**src/inc/dram_strobe_pkg.sv**
```systemverilog
package dram_strobe_pkg;

  // ****************************************
  // Strobe geometry
  // ****************************************
  localparam int STROBE_COUNT = 4;
  localparam int BANK_SEL_WIDTH = 2;
  localparam int EDGE_COUNT_WIDTH = 4;
  localparam logic [3:0] ALL_STROBES = 4'hf;
  localparam logic [3:0] NO_STROBES = 4'h0;
  localparam logic [3:0] ONE_STROBE = 4'h1;
  localparam logic [3:0] STROBE_PAIR = 4'h3;
  localparam logic [3:0] COUNT_SATURATED = 4'hf;
  localparam logic [3:0] EDGE_ONE = 4'h1;

  // ****************************************
  // Precharge and refresh low edge counts, per precharge code
  // ****************************************
  localparam logic [3:0] PRECHARGE_EDGES_0 = 4'h2;
  localparam logic [3:0] PRECHARGE_EDGES_1 = 4'h2;
  localparam logic [3:0] PRECHARGE_EDGES_2 = 4'h3;
  localparam logic [3:0] PRECHARGE_EDGES_3 = 4'h3;
  localparam logic [3:0] ROW_LOW_EDGES_0 = 4'h3;
  localparam logic [3:0] ROW_LOW_EDGES_1 = 4'h4;
  localparam logic [3:0] ROW_LOW_EDGES_2 = 4'h4;
  localparam logic [3:0] ROW_LOW_EDGES_3 = 4'h5;

  // ****************************************
  // Array configuration codes, bits c,b,a
  // ****************************************
  localparam logic [2:0] CFG_ONE_BANK_SCRUB = 3'h0;
  localparam logic [2:0] CFG_TWO_BANK_SCRUB = 3'h1;
  localparam logic [2:0] CFG_FOUR_BANK_SCRUB = 3'h2;
  localparam logic [2:0] CFG_ONE_BANK = 3'h3;
  localparam logic [2:0] CFG_TWO_BANK = 3'h5;
  localparam logic [2:0] CFG_FOUR_BANK_BYTE = 3'h6;
  localparam logic [2:0] CFG_FOUR_BANK = 3'h7;

  typedef enum logic [1:0] {
    ST_IDLE = 2'b00,
    ST_ACCESS = 2'b01,
    ST_REFRESH = 2'b10
  } phase_t;

endpackage

```
**src/core/dram_bank_strobe_precharge.sv**
```systemverilog
`timescale 1ns/1ps
// How it works
// - Precharge enforced between accesses and refreshes
// - Two bits pick precharge and low counts
// - Low count for refresh; access follows request
// - One precharge counter per row strobe
// - Negation edge is one; hold until count
// - Pending strobe asserts on a clock edge
// - Refresh waits on access strobe precharge
// - Access after refresh waits on its own strobes
// - Config bits, bank and enables pick strobes
// - All-column layout: enables gate own strobe
// - Code 110: all columns, four row banks
// - Codes 000, 011: one bank; 000 scrubs
// - Codes 111, 010: four banks; 010 scrubs
// - Codes 101, 001: two banks; 001 scrubs
// - Another bank may start during this one's precharge
// - Burst toggles enables, latches stay open
module dram_bank_strobe_precharge
  import dram_strobe_pkg::*;
#(
  parameter int STROBES = STROBE_COUNT,
  parameter int CNT_WIDTH = EDGE_COUNT_WIDTH
) (
  input wire logic clock,
  input wire logic srst,
  input wire logic accessRequestN,
  input wire logic refreshRequest,
  input wire logic [BANK_SEL_WIDTH-1:0] bankSelectIn,
  input wire logic [STROBES-1:0] columnEnableInN,
  input wire logic prechargeProgBit0,
  input wire logic prechargeProgBit1,
  input wire logic arrayCfgBitA,
  input wire logic arrayCfgBitB,
  input wire logic arrayCfgBitC,
  output logic [STROBES-1:0] rowStrobeN,
  output logic [STROBES-1:0] columnStrobeN,
  output logic accessHold,
  output logic refreshBusy,
  output logic refreshDone,
  output logic addressLatchOpen,
  output logic scrubPermitted
);

  // ****************************************
  // State
  // ****************************************
  typedef struct packed {
    phase_t phase;
    logic [STROBES-1:0] rowOn;
    logic [STROBES-1:0] colOn;
    logic [STROBES-1:0] colSel;
    logic [CNT_WIDTH-1:0] lowCnt;
    logic hold;
    logic refreshDone;
    logic latchOpen;
    logic scrubOk;
    logic [STROBES-1:0] rowOutN;
    logic [STROBES-1:0] colOutN;
    logic busy;
  } ctl_state_t;

  ctl_state_t st_r;
  ctl_state_t st_nxt;

  logic [1:0] prechargeCode;
  logic [2:0] arrayCfg;
  logic [CNT_WIDTH-1:0] prechargeTarget;
  logic [CNT_WIDTH-1:0] lowTarget;
  logic [STROBES-1:0] prechargeDone;
  logic [2*STROBES-1:0] selection;
  logic [STROBES-1:0] rowSel;
  logic [STROBES-1:0] colSelNow;
  logic accessWanted;
  logic bankReady;
  logic allReady;

  // ****************************************
  // Decoding helpers
  // ****************************************
  function automatic logic [CNT_WIDTH-1:0] precharge_edges(input logic [1:0] code);
    logic [CNT_WIDTH-1:0] edges;
    edges = CNT_WIDTH'(PRECHARGE_EDGES_0);
    case (code)
      2'h1: edges = CNT_WIDTH'(PRECHARGE_EDGES_1);
      2'h2: edges = CNT_WIDTH'(PRECHARGE_EDGES_2);
      2'h3: edges = CNT_WIDTH'(PRECHARGE_EDGES_3);
      default: edges = CNT_WIDTH'(PRECHARGE_EDGES_0);
    endcase
    return edges;
  endfunction

  function automatic logic [CNT_WIDTH-1:0] row_low_edges(input logic [1:0] code);
    logic [CNT_WIDTH-1:0] edges;
    edges = CNT_WIDTH'(ROW_LOW_EDGES_0);
    case (code)
      2'h1: edges = CNT_WIDTH'(ROW_LOW_EDGES_1);
      2'h2: edges = CNT_WIDTH'(ROW_LOW_EDGES_2);
      2'h3: edges = CNT_WIDTH'(ROW_LOW_EDGES_3);
      default: edges = CNT_WIDTH'(ROW_LOW_EDGES_0);
    endcase
    return edges;
  endfunction

  // Returns {row mask, column mask} for one access
  function automatic logic [7:0] strobe_select(input logic [2:0] cfg,
                                               input logic [1:0] bank);
    logic [3:0] oneHot;
    logic [3:0] pair;
    logic [7:0] sel;
    oneHot = ONE_STROBE << bank;
    pair = bank[0] ? (STROBE_PAIR << 2) : STROBE_PAIR;
    sel = {ALL_STROBES, ALL_STROBES};
    if (cfg == CFG_FOUR_BANK_BYTE) begin
      sel = {oneHot, ALL_STROBES};
    end else if (cfg == CFG_FOUR_BANK) begin
      sel = {oneHot, oneHot};
    end else if (cfg == CFG_FOUR_BANK_SCRUB) begin
      sel = {oneHot, oneHot};
    end else if (cfg == CFG_TWO_BANK) begin
      sel = {pair, pair};
    end else if (cfg == CFG_TWO_BANK_SCRUB) begin
      sel = {pair, pair};
    end else if (cfg == CFG_ONE_BANK) begin
      sel = {ALL_STROBES, ALL_STROBES};
    end else if (cfg == CFG_ONE_BANK_SCRUB) begin
      sel = {ALL_STROBES, ALL_STROBES};
    end else begin
      // Unlisted code 100 falls back to one bank, the wiring that can
      // never leave a column strobe low on an unselected row
      sel = {ALL_STROBES, ALL_STROBES};
    end
    return sel;
  endfunction

  function automatic logic scrub_allowed(input logic [2:0] cfg);
    return (cfg == CFG_ONE_BANK_SCRUB) || (cfg == CFG_TWO_BANK_SCRUB) ||
           (cfg == CFG_FOUR_BANK_SCRUB);
  endfunction

  // ****************************************
  // Programming and selection
  // ****************************************
  assign prechargeCode = {prechargeProgBit1, prechargeProgBit0};
  assign arrayCfg = {arrayCfgBitC, arrayCfgBitB, arrayCfgBitA};
  assign prechargeTarget = precharge_edges(prechargeCode);
  assign lowTarget = row_low_edges(prechargeCode);
  assign selection = 8'(strobe_select(arrayCfg, bankSelectIn));
  assign rowSel = selection[2*STROBES-1:STROBES];
  assign colSelNow = selection[STROBES-1:0];
  assign accessWanted = !accessRequestN;

  // Only the strobes this access uses must be precharged
  assign bankReady = &(prechargeDone | ~rowSel);
  assign allReady = &prechargeDone;

  // ****************************************
  // Per-strobe precharge counters
  // ****************************************
  for (genvar i = 0; i < STROBES; i++) begin : g_pre
    precharge_counter #(
      .WIDTH(CNT_WIDTH)
    ) u_pre (
      .clock(clock),
      .srst(srst),
      .strobeOnNxt(st_nxt.rowOn[i]),
      .target(prechargeTarget),
      .satisfied(prechargeDone[i])
    );
  end

  // ****************************************
  // Strobe sequencing
  // ****************************************
  always_comb begin
    st_nxt = st_r;
    st_nxt.refreshDone = 1'b0;
    st_nxt.scrubOk = scrub_allowed(arrayCfg);
    case (st_r.phase)
      ST_IDLE: begin
        st_nxt.rowOn = NO_STROBES;
        st_nxt.colOn = NO_STROBES;
        st_nxt.latchOpen = 1'b0;
        if (refreshRequest) begin
          // Refresh wins the idle slot; an access waits behind it
          st_nxt.hold = accessWanted;
          if (allReady) begin
            st_nxt.phase = ST_REFRESH;
            st_nxt.rowOn = ALL_STROBES;
            st_nxt.lowCnt = CNT_WIDTH'(EDGE_ONE);
          end
        end else if (accessWanted) begin
          if (bankReady) begin
            st_nxt.phase = ST_ACCESS;
            st_nxt.rowOn = rowSel;
            st_nxt.colSel = colSelNow;
            st_nxt.latchOpen = 1'b1;
            st_nxt.hold = 1'b0;
          end else begin
            st_nxt.hold = 1'b1;
          end
        end else begin
          st_nxt.hold = 1'b0;
        end
      end
      ST_ACCESS: begin
        if (accessWanted) begin
          // Row strobe lasts as long as the request; columns follow the
          // enables so bursts and byte writes need no extra cycle
          st_nxt.colOn = st_r.colSel & ~columnEnableInN;
          st_nxt.latchOpen = 1'b1;
          st_nxt.hold = 1'b0;
        end else begin
          // This edge is precharge edge one
          st_nxt.phase = ST_IDLE;
          st_nxt.rowOn = NO_STROBES;
          st_nxt.colOn = NO_STROBES;
          st_nxt.latchOpen = 1'b0;
          st_nxt.hold = 1'b0;
        end
      end
      ST_REFRESH: begin
        st_nxt.colOn = NO_STROBES;
        st_nxt.hold = accessWanted;
        if (st_r.lowCnt >= lowTarget) begin
          // All strobes, strobe 3 included, negate together and restart
          // their counters, so the next access waits a full precharge
          st_nxt.phase = ST_IDLE;
          st_nxt.rowOn = NO_STROBES;
          st_nxt.refreshDone = 1'b1;
        end else begin
          st_nxt.lowCnt = st_r.lowCnt + CNT_WIDTH'(EDGE_ONE);
        end
      end
      default: begin
        st_nxt.phase = ST_IDLE;
        st_nxt.rowOn = NO_STROBES;
        st_nxt.colOn = NO_STROBES;
      end
    endcase
    // Pin images are registered as well, so no gate sits between a flop
    // and a pin and the strobes reach the array without a glitch
    st_nxt.rowOutN = ~st_nxt.rowOn;
    st_nxt.colOutN = ~st_nxt.colOn;
    st_nxt.busy = (st_nxt.phase == ST_REFRESH);
  end

  // ****************************************
  // Registers
  // ****************************************
  always_ff @(posedge clock) begin
    if (srst) begin
      st_r <= '{
        phase: ST_IDLE,
        rowOn: NO_STROBES,
        colOn: NO_STROBES,
        colSel: NO_STROBES,
        lowCnt: '0,
        hold: 1'b0,
        refreshDone: 1'b0,
        latchOpen: 1'b0,
        scrubOk: 1'b0,
        rowOutN: ALL_STROBES,
        colOutN: ALL_STROBES,
        busy: 1'b0
      };
    end else begin
      st_r <= st_nxt;
    end
  end

  // ****************************************
  // Outputs, all from flip-flops
  // ****************************************
  // Another bank may start during one bank's precharge: one access owns the strobes of
  // its own bank only, others keep their own counters
  assign rowStrobeN = st_r.rowOutN;
  assign columnStrobeN = st_r.colOutN;
  assign accessHold = st_r.hold;
  assign refreshBusy = st_r.busy;
  assign refreshDone = st_r.refreshDone;
  assign addressLatchOpen = st_r.latchOpen;
  assign scrubPermitted = st_r.scrubOk;

endmodule

```
**src/core/precharge_counter.sv**
```systemverilog
`timescale 1ns/1ps
module precharge_counter
  import dram_strobe_pkg::*;
#(
  parameter int WIDTH = EDGE_COUNT_WIDTH
) (
  input wire logic clock,
  input wire logic srst,
  input wire logic strobeOnNxt,
  input wire logic [WIDTH-1:0] target,
  output logic satisfied
);

  typedef struct packed {
    logic [WIDTH-1:0] count;
  } cnt_state_t;

  cnt_state_t st_r;
  cnt_state_t st_nxt;

  // Edges are counted only while the strobe stays negated; the edge that
  // negates it is edge one
  always_comb begin
    st_nxt = st_r;
    if (strobeOnNxt) begin
      st_nxt.count = '0;
    end else if (st_r.count < target) begin
      st_nxt.count = st_r.count + WIDTH'(1);
    end
  end

  // Saturated at reset so the first access is never held
  always_ff @(posedge clock) begin
    if (srst) begin
      st_r <= '{count: {WIDTH{1'b1}}};
    end else begin
      st_r <= st_nxt;
    end
  end

  assign satisfied = (st_r.count >= target);

endmodule

```
**config.mk**
```make
export PLATFORM = sky130hd
export DESIGN_NAME = dram_bank_strobe_precharge
export DESIGN_NICKNAME = d
export VERILOG_FILES = /design/src/inc/dram_strobe_pkg.sv /design/src/core/dram_bank_strobe_precharge.sv /design/src/core/precharge_counter.sv
export SDC_FILE = /design/constraint.sdc
export NUM_CORES = 1
export LEC_CHECK = 0
export BUFFER_PORTS_ARGS = -buffer_cell sky130_fd_sc_hd__buf_2
export CORE_ASPECT_RATIO = 2
export CORE_MARGIN = 4
export CORE_UTILIZATION = 40
export CTS_CLUSTER_DIAMETER = 30
export DETAILED_ROUTE_END_ITERATION = 10
export SYNTH_ARGS = -nofsm -noshare
export SYNTH_HDL_FRONTEND = slang
export SYNTH_SLANG_ARGS = --single-unit
```
**constraint.sdc**
```tcl
create_clock -name clock -period 2.85 [get_ports clock]
set_input_delay 0.4275 -clock clock [delete_from_list [all_inputs] [get_ports clock]]
set_output_delay 0.4275 -clock clock [all_outputs]
set_load 0.01 [all_outputs]
```
==> summary.md, run 1 <==
| Metric | Value |
|---|---|
| Status | completed |
| Die H | 115.6 microns |
| Post-CTS sizing | 0 |
| Max-Cap Viols | 0 |
| Vias in the first global route | 1835 |
| Vias per inst | 5.393 |
| Final Hold Violating Endpoints | 0 |
| Clock slew at reported path FFs | 60 ps |
| Area Overhead vs Synth | 14.12% |
| Area occupied by multi-input gates | 1276 sq um |
| First-pass GRT wire length | 8204 microns |
| Final hold slack | 325.6 ps |
| Critical path type | input port to flop |
| Worst Reg-to-Reg Cells | 9 |
| Fin crit share | 89.98% |
| Num rows | 39 |
| Hold_buf cts | 0 |
| Largest net degree at the start of global routing | 22 |
| Sequential element share of the synthesized area | 37.21% |
| Drt first pass iters | 4 |
| All-layer global routing usage | 15.68% |
| Post-route cell area | 2640 sq um |
| Dpl hpwl | 3829 microns |
| Antenna Diode Count | 0 |
| Most common cell after layout, fill and taps aside | dfxtp_1 |
| Worst Tran Pin Value | 467.1 ps |
| GP Congestion | 0.7740 |
| Syn Area/Cell | 9.072 sq um |
| CP Capture Type | flop |
| Power Density | 878.3 nW/um^2 |
| Remaining DRCs | 0 |
| Data arrival, critical path | 2730 ps |
| Post-synth EDFFs | 0 |
| Die ar. | 7138 sq um |
| Final WL | 4935 microns |
| RSZ-0062 raised after global routing | false |
| DRT antenna net count | 0 |
| CTS Buf Count | 5 |
| H-Tree Depth | 2 |
| Mapped Area | 2313 sq um |
| Max-slew headroom | 68.86% |
| Syn Nets | 290 |
| Max Transition Viols Final | 0 |
| Nets@finish | 319 |
| Total power | 2.319 mW |
| Highest-count cells in the layout ignoring fill and taps | dfxtp_1, buf_2, ha_1, inv_1, nand2_1 |
| Root Buffer | clkbuf_16 |
| Worst hold path class | input port to flop |
| Maximum root-to-sink buffer count | 2 |
| Worst setup margin | 285.6 ps |
| Post-synth cell types | 49 |
| WP data required | 3020 ps |
| Fill cell count | 550 |
| Critical Path Start Type | input port |
| Share of layout cells above drive strength 1 | 21.05% |
| Worst Skew | 5.474 ps |
| Reg2reg setup slack | 680 ps |
| Final Util | 46.64% |
| Io pins | 28 |
| Post-Synthesis Cells | 255 |
| Worst IR Drop VDD | 0.6010 mV |
| Port-buffer cells | 27 |
| Synth Warn # | 0 |
| Area occupied by registers | 860.8 sq um |
| Clk_lat worst skew | 290 ps |
| Core footprint | 5660 sq um |
| Worst-path fanout max | 9 |
| Drt wl/cell | 14.26 microns |
| Initial antenna violation count | 0 |
| Worst Hold Endpoint | columnStrobeN[0]$_SDFF_PP1_ |
| Max frequency | 390.0 MHz |
| R2r endpoint | st_r[19]$_SDFFE_PP0P_ |
| Initial Util | 40.87% |
| Global route total overflow | 0 |
| Final count of negative-setup-slack endpoints | 0 |
| Final worst path period need | 2564 ps |
| Clk sinks | 43 |
| Worst slack, placed | -41.02 ps |
| Post CTS Setup Buffer Count | 0 |
| Async set-reset flop share out of synthesis | 0% |
| CTS tree | yes |
| Worst Hold Depth | 2 |
| Critical R2R Launch | g_pre[2].u_pre.st_r[0]$_SDFFE_PP1P_ |
| Via count | 1866 |
| Cell area after placement | 2502 sq um |
| Die Wd | 61.78 microns |
| Leak pwr | 1.150 nW |
| Worst hold start | columnEnableInN[0] |
| Drt initial violations | 82 |
| Top_reg_cell synth | dfxtp_1 |
| Synthesis-stage register bit count | 43 |
==> cell families after synthesis <==
kind of cell	count (synthesis)	share of synthesized area, %
AND/OR/NAND/NOR	88	22.34
AO/OA/AOI/OAI	62	19.25
flip-flops	43	37.21
buffers and inverters	35	7.625
adder cells (fa/ha/maj)	20	10.82
XOR/XNOR	5	1.893
multiplexers	2	0.8654
==> cell type report <==
| cell class | count | share of cell area (%) |
|---|---|---|
| clock buffer | 7 | 5.024 |
| clock inverter | 1 | 0.1896 |
| inverter | 19 | 2.701 |
| multi-input combinational | 177 | 48.34 |
| sequential | 43 | 32.61 |
| tap | 61 | 2.891 |
| timing repair buffer | 38 | 8.246 |
==> routing by layer <==
layer	vias up	part of all wire, %	wire (microns)	global-route usage, %
li1	958	-	-	-
met1	885	38	1893	16.05
met2	17	56	2780	27.92
met3	6	2.9	143	4.013
met4	0	2.4	117	7.790
met5	-	0	0	0
==> registers in the layout (all words and copies together) (netlist names) <==
register          cells
g_pre.u_pre.st_r     16
st_r                 14
columnStrobeN         4
rowStrobeN            4
accessHold            1
addressLatchOpen      1
refreshBusy           1
refreshDone           1
scrubPermitted        1
==> power by group <==
| group | switching, mW | internal, mW | total [mW] |
|---|---|---|---|
| Sequential | 0.110 | 0.796 | 0.906 |
| Clock | 0.225 | 0.324 | 0.549 |
| Combinational | 0.467 | 0.397 | 0.864 |
==> worst max-delay path: stages <==
cell	delay, ps
buf_2	90
inv_1	50
ha_1	180
or2_2	350
ha_1	280
nand2b_1	130
a21boi_0	370
o21ai_1	200
nand4_2	250
buf_4	190
mux2i_1	180
nor2_1	50
==> cell usage after synthesis (4+ instances only) <==
| cell type | instances | area [sq um] |
|---|---|---|
| nor2b_1 | 7 | 43.79 |
| nor3_1 | 11 | 55.05 |
| xnor2_1 | 5 | 43.79 |
| inv_1 | 19 | 71.32 |
| ha_1 | 20 | 250.2 |
| o21ai_0 | 7 | 35.03 |
| nand4b_1 | 4 | 35.03 |
| a221oi_1 | 4 | 35.03 |
| nand2_1 | 17 | 63.81 |
| nand2b_1 | 10 | 62.56 |
| buf_4 | 10 | 75.07 |
| or2_1 | 4 | 25.02 |
| a21oi_1 | 11 | 55.05 |
| clkbuf_1 | 4 | 15.01 |
| a211oi_1 | 11 | 82.58 |
| a311oi_1 | 4 | 35.03 |
| nor2_1 | 16 | 60.06 |
| dfxtp_1 | 43 | 860.8 |
==> per-stage QoR <==
step	TNS (ps)	instances
final	0	346
after floorplan	0	255
after detailed placement	-214.3	338
after CTS	0	346
after global placement	-235.3	338
after global routing	0	346
==> worst max-delay path by stage <==
stage                      start  slack, ps                                   to
2_1_floorplan  prechargeProgBit0        340  g_pre[0].u_pre.st_r[1]$_SDFFE_PP1P_
4_1_cts        prechargeProgBit0        270                st_r[19]$_SDFFE_PP0P_
3_5_place_dp   prechargeProgBit0        -40                st_r[19]$_SDFFE_PP0P_
3_3_place_gp   prechargeProgBit0        -40  g_pre[1].u_pre.st_r[0]$_SDFFE_PP1P_
6_report       prechargeProgBit0        290                st_r[19]$_SDFFE_PP0P_
5_1_grt        prechargeProgBit0         60  g_pre[1].u_pre.st_r[0]$_SDFFE_PP1P_
Power figures use the tool's default switching activity.
==> run 2, diff against run 1 <==
==> constraint.sdc (replaced) <==
create_clock -name clock -period 2.7 [get_ports clock]
set_input_delay 0.405 -clock clock [delete_from_list [all_inputs] [get_ports clock]]
set_output_delay 0.405 -clock clock [all_outputs]
set_load 0.01 [all_outputs]
==> run 2 against run 1 <==
Against the previous run: global-route usage rose by 0.73 points; routed wire length up 2.6%; first-iteration DRC count shrank 15%; worst hold slack got worse by 18 ps; die area is the same; non-clock buffer count increased by 5; highest routed layer unchanged.
==> summary.md, run 2 (synthesis results as in run 1) <==
| Metric | Value |
|---|---|
| Status | completed |
| Root Buffer | clkbuf_16 |
| Final WL | 5061 microns |
| Maximum root-to-sink buffer count | 2 |
| Initial Util | 40.87% |
| Critical Path Start Type | input port |
| Area Overhead vs Synth | 17.31% |
| RSZ-0062 raised after global routing | false |
| Drt first pass iters | 4 |
| Vias in the first global route | 2024 |
| Reg with most FFs | g_pre.u_pre.st_r |
| Core footprint | 5660 sq um |
| Drt initial violations | 70 |
| Share of layout cells above drive strength 1 | 23.10% |
| Via count | 1921 |
| Port-buffer cells | 27 |
| CTS tree | yes |
| GP Congestion | 0.7942 |
| Worst Tran Pin Value | 467.0 ps |
| Post-route cell area | 2714 sq um |
| Leak pwr | 1.195 nW |
| Max reg flops | 16 |
| DRT antenna net count | 0 |
| Highest-count cells in the layout ignoring fill and taps | dfxtp_1, buf_2, ha_1, inv_1, nand2_1 |
| Drt wl/cell | 14.42 microns |
| Die ar. | 7138 sq um |
| Top flop regs | g_pre.u_pre.st_r: 16 flops, st_r: 14 flops |
| Final worst path period need | 2476 ps |
| Die H | 115.6 microns |
| Worst Skew | 4.642 ps |
| All-layer global routing usage | 16.42% |
| Vias per inst | 5.473 |
| Cell area after placement | 2540 sq um |
| Max frequency | 404.0 MHz |
| Clk_lat worst skew | 290 ps |
| Clk sinks | 43 |
| Antenna Diode Count | 0 |
| Power Density | 958.4 nW/um^2 |
| WP data required | 2880 ps |
| Hold_buf cts | 0 |
| Nets@finish | 324 |
| Largest net degree at the start of global routing | 22 |
| Max-Cap Viols | 0 |
| Global route total overflow | 0 |
| Critical path type | input port to flop |
| Worst Reg-to-Reg Cells | 9 |
| Max-slew headroom | 68.83% |
| Num rows | 39 |
| Fin crit share | 91.69% |
| Final count of negative-setup-slack endpoints | 0 |
| Dpl hpwl | 3873 microns |
| Final Hold Violating Endpoints | 0 |
| Worst IR Drop VDD | 0.6927 mV |
| Worst-path fanout max | 4 |
| CTS Buf Count | 5 |
| First-pass GRT wire length | 8776 microns |
| Die Wd | 61.78 microns |
| CP Capture Type | flop |
| Worst hold path class | input port to flop |
| Total power | 2.601 mW |
| Max Transition Viols Final | 0 |
| Most common cell after layout, fill and taps aside | dfxtp_1 |
| Remaining DRCs | 0 |
| Clock slew at reported path FFs | 60 ps |
| Worst Hold Depth | 2 |
| Data arrival, critical path | 2650 ps |
| Io pins | 28 |
| H-Tree Depth | 2 |
| Initial antenna violation count | 0 |
## run 2: routing by layer
| metal | GRT usage, % | wire (microns) | vias up |
|---|---|---|---|
| met5 | 0 | 0 | - |
| met3 | 3.344 | 151 | 8 |
| met1 | 15.90 | 1860 | 917 |
| li1 | - | - | 965 |
| met2 | 31.00 | 2925 | 31 |
| met4 | 7.507 | 124 | 0 |
## run 2: cell type report
type | instances | area (sq um)
Fill cell | 572 | 2947
Multi-Input combinational cell | 177 | 1276
Sequential cell | 43 | 860.8
Timing Repair Buffer | 43 | 255.2
Clock buffer | 6 | 138.9
Tap cell | 61 | 76.32
Inverter | 19 | 71.32
Clock inverter | 2 | 35.03
## run 2: per-stage QoR
| step | TNS (ps) | std cells | setup slack, ps | utilization [%] | hold WS [ps] |
|---|---|---|---|---|---|
| 2_1_floorplan | 0 | 255 | 215.1 | - | 392.7 |
| 3_3_place_gp | -814.9 | 343 | -93.03 | 44.87 | 400.6 |
| 3_5_place_dp | -2338 | 343 | -149.6 | 44.87 | 409.8 |
| 4_1_cts | 0 | 351 | 154.3 | 47.94 | 304.2 |
| 5_1_grt | 0 | 351 | 52.87 | 47.94 | 310.9 |
| 6_report | 0 | 351 | 224.4 | 47.94 | 307.6 |
## run 2: worst paths after layout
kind                            slack, ps                                 from                           to
worst min-delay path                  310                   columnEnableInN[0]  columnStrobeN[0]$_SDFF_PP1_
worst max register to register        580  g_pre[1].u_pre.st_r[0]$_SDFFE_PP1P_        st_r[15]$_SDFFE_PP0P_
worst min register to register        420                st_r[20]$_SDFFE_PP0P_  columnStrobeN[3]$_SDFF_PP1_
worst max-delay path                  220                    prechargeProgBit0        st_r[15]$_SDFFE_PP0P_
## run 2: worst max-delay path, cell delays in order
cell      delay [ps]
buf_2             90
inv_1             50
ha_1             180
or2_2            340
ha_1             280
nand2b_1         130
a21boi_0         330
nor4_2            80
buf_4            150
a21bo_2          220
and4_1           180
o221a_2          220
## run 2: what timing repair did
| item | CTS | global route |
|---|---|---|
| endpoints found under the setup margin | 0 | 2 |
| gates resized for setup | 0 | 1 |
| hold endpoints to repair | 0 | 0 |
| setup buffers | 0 | 0 |
## run 2: where the power goes
| part | leakage [nW] | internal [mW] | switching (mW) |
|---|---|---|---|
| Combinational | 0.752 | 0.439 | 0.497 |
| Clock | 0.0868 | 0.460 | 0.248 |
| Sequential | 0.356 | 0.840 | 0.118 |
==> run 3, diff against run 2 <==
--- a/config.mk
+++ b/config.mk
@@ -5,6 +5,7 @@
 export SDC_FILE = /design/constraint.sdc
 export NUM_CORES = 1
 export LEC_CHECK = 0
+export ABC_AREA = 1
 export BUFFER_PORTS_ARGS = -buffer_cell sky130_fd_sc_hd__buf_2
 export CORE_ASPECT_RATIO = 2
 export CORE_MARGIN = 4
==> constraint.sdc (replaced) <==
create_clock -name clock -period 2.7 [get_ports clock]
set_input_delay 0.54 -clock clock [delete_from_list [all_inputs] [get_ports clock]]
set_output_delay 0.54 -clock clock [all_outputs]
set_load 0.01 [all_outputs]
==> run 3 against run 2 <==
Against the previous run: sequential cell count unchanged; cell count increased by 16%; cell area fell by 0.41%; combinational power down 2%; clock power up 8.6%; critical path type unchanged.
==> summary.md, run 3 <==
| Metric | Value |
|---|---|
| Initial antenna violation count | 0 |
| Area Overhead vs Synth | 16.07% |
| Worst slack, placed | 22.44 ps |
| Max frequency | 421.6 MHz |
| Status | completed |
| Drt first pass iters | 4 |
| Vias per inst | 4.980 |
| Fin crit share | 87.84% |
| Num rows | 39 |
| Post-Synthesis Cells | 314 |
| Top flop regs | g_pre.u_pre.st_r: 16 flops, st_r: 14 flops |
| Sequential element share of the synthesized area | 36.97% |
| Synthesis-stage register bit count | 43 |
| Drt wl/cell | 12.46 microns |
| Maximum root-to-sink buffer count | 2 |
| Final hold slack | 402.4 ps |
| Worst setup margin | 328.3 ps |
| Final WL | 5059 microns |
| Top_reg_cell synth | dfxtp_1 |
| Worst Skew | 5.911 ps |
| Cell area after placement | 2514 sq um |
| Final count of negative-setup-slack endpoints | 0 |
| Io pins | 28 |
| Critical path's slowest cell | or2_2 |
| Clk sinks | 43 |
| Most numerous cell in the Yosys netlist | nand2_1 |
| Max Transition Viols Final | 0 |
| Power Density | 977.6 nW/um^2 |
| Port-buffer cells | 27 |
| Post-synth cell types | 30 |
| Total power | 2.642 mW |
| Core footprint | 5660 sq um |
| Worst IR Drop VDD | 0.7065 mV |
| All-layer global routing usage | 15.96% |
| DRT antenna net count | 0 |
| CP top delay family | simple AND/OR/NAND/NOR gates |
| Drt initial violations | 91 |
| Via count | 2022 |
| Most frequent CP cell | nand2_1 |
| Commonest cells in the netlist | nand2_1, dfxtp_1, inv_1 |
| Clk_lat worst skew | 280 ps |
| Die Wd | 61.95 microns |
| Nets@finish | 379 |
| First-pass GRT wire length | 8542 microns |
| Post-CTS sizing | 0 |
| Global route total overflow | 0 |
| Worst hold path class | flop to flop |
| Die H | 115.9 microns |
| Async set-reset flop share out of synthesis | 0% |
| Total negative setup slack | 0 ps |
| Worst path cell trace | buf_2 -> inv_1 -> ha_1 -> or2_2 -> ha_1 -> o21ai_2 -> inv_2 -> nand2_1 -> nand2_1 -> or2_1 -> nand2_2 -> nand2_2 -> inv_1 -> nand2_1 -> o21ai_0 -> nor2_1 |
| Remaining DRCs | 0 |
| Sum of buffers and inverters on the critical path | 4 |
| WP data required | 2860 ps |
| Mapped Area | 2328 sq um |
| Dpl hpwl | 4029 microns |
| Largest cells by area after synthesis | dfxtp_1, ha_1, nand2_1 |
| CTS Buf Count | 5 |
| Clock slew at reported path FFs | 60 ps |
| Data arrival, critical path | 2530 ps |
| GP Congestion | 0.8613 |
| Root Buffer | clkbuf_16 |
| Hold_buf cts | 0 |
| Share of the synthesized area in the top cell type | 36.97% |
| Post CTS Setup Buffer Count | 0 |
| Synth Warn # | 0 |
| Fill cell count | 580 |
| Syn Area/Cell | 7.416 sq um |
| Post-Layout Cell Count | 406 |
| Worst Tran Pin Value | 486.0 ps |
| Vias in the first global route | 2025 |
| Slowest stage delay, CP | 340 ps |
| Leak pwr | 1.416 nW |
| Synth area leader | dfxtp_1 |
| Critical Path Start Type | input port |
| CTS tree | yes |
| Antenna Diode Count | 0 |
| Post-synth EDFFs | 0 |
| Final worst path period need | 2372 ps |
| Reg with most FFs | g_pre.u_pre.st_r |
| Largest net degree at the start of global routing | 22 |
| RSZ-0062 raised after global routing | false |
| Worst-path fanout max | 4 |
| Post-route cell area | 2703 sq um |
| Highest-count cells in the layout ignoring fill and taps | nand2_1, dfxtp_1, inv_1, nor2_1, a21oi_1 |
| Max-Cap Viols | 0 |
| Max reg flops | 16 |
| Share of layout cells above drive strength 1 | 19.42% |
| Most common cell after layout, fill and taps aside | nand2_1 |
| Critical path type | input port to flop |
| Initial Util | 41.14% |
| Die ar. | 7180 sq um |
| Placed insts | 398 |
| CP Capture Type | flop |
| Syn Nets | 349 |
| H-Tree Depth | 2 |
| Max-slew headroom | 67.57% |
| Final Util | 47.75% |
| Final Hold Violating Endpoints | 0 |
## run 3: changes by cell type in the layout (fill, tap and decap cells not counted), sizes merged, moves of 9 or more
cell    change
a21oi      +20
nor3       -13
nand2b     -10
nand3      +18
nor2b       -9
nand2      +48
nor2       +22
inv        +28
## run 3: logic make-up (layout without fill, tap and decap cells)
group           Yosys count  after routing  synth area share [%]
compound gates           62             62                 15.37
simple gates            128            128                 24.93
buf+inv                  60             91                 11.61
fa+ha+maj                20             20                 10.75
xor+xnor                  1              1                0.3762
flops                    43             43                 36.97
## run 3: path summary, 6_finish.rpt
check | from | to | slack (ps) | cells after the start
hold / removal | st_r[17]$_SDFFE_PP0P_ | columnStrobeN[0]$_SDFF_PP1_ | 400 | 1
setup / recovery | prechargeProgBit0 | st_r[14]$_SDFFE_PP0P_ | 330 | 16
setup reg to reg | st_r[13]$_SDFFE_PP0P_ | g_pre[0].u_pre.st_r[2]$_SDFFE_PP1P_ | 750 | 10
hold reg to reg | st_r[17]$_SDFFE_PP0P_ | columnStrobeN[0]$_SDFF_PP1_ | 400 | 1
## run 3: where the power goes
part,internal [mW],switching [mW]
clock network,0.530,0.238
logic,0.366,0.550
registers,0.835,0.123
## run 3: layer usage
layer / GRT usage [%] / share of wire [%] / vias up
li1: - / - / 1058
met1: 15.18 / 37 / 920
met2: 30.40 / 57 / 36
met3: 3.679 / 4.2 / 8
met4: 6.516 / 2.2 / 0
met5: 0 / 0 / -
## run 3: layout make-up
type,count,area (sq um),share of cell area [%]
Clock inverter,2,60.06,2.222
Clock buffer,6,128.9,4.769
Multi-Input combinational cell,211,1197,44.31
Inverter,47,176.4,6.528
Timing Repair Buffer,36,202.7,7.500
Sequential cell,43,860.8,31.85
Tap cell,61,76.32,2.824
## run 3: worst register-to-register path, cell delays in order, from the launching register on
cell      delay [ps]
dfxtp_1          360
inv_1             90
ha_1             290
inv_1             50
a21boi_0          70
o21ai_0          220
nand3_1          160
nand2_1          230
a21oi_1          100
nand2_1          160
a21boi_0         100
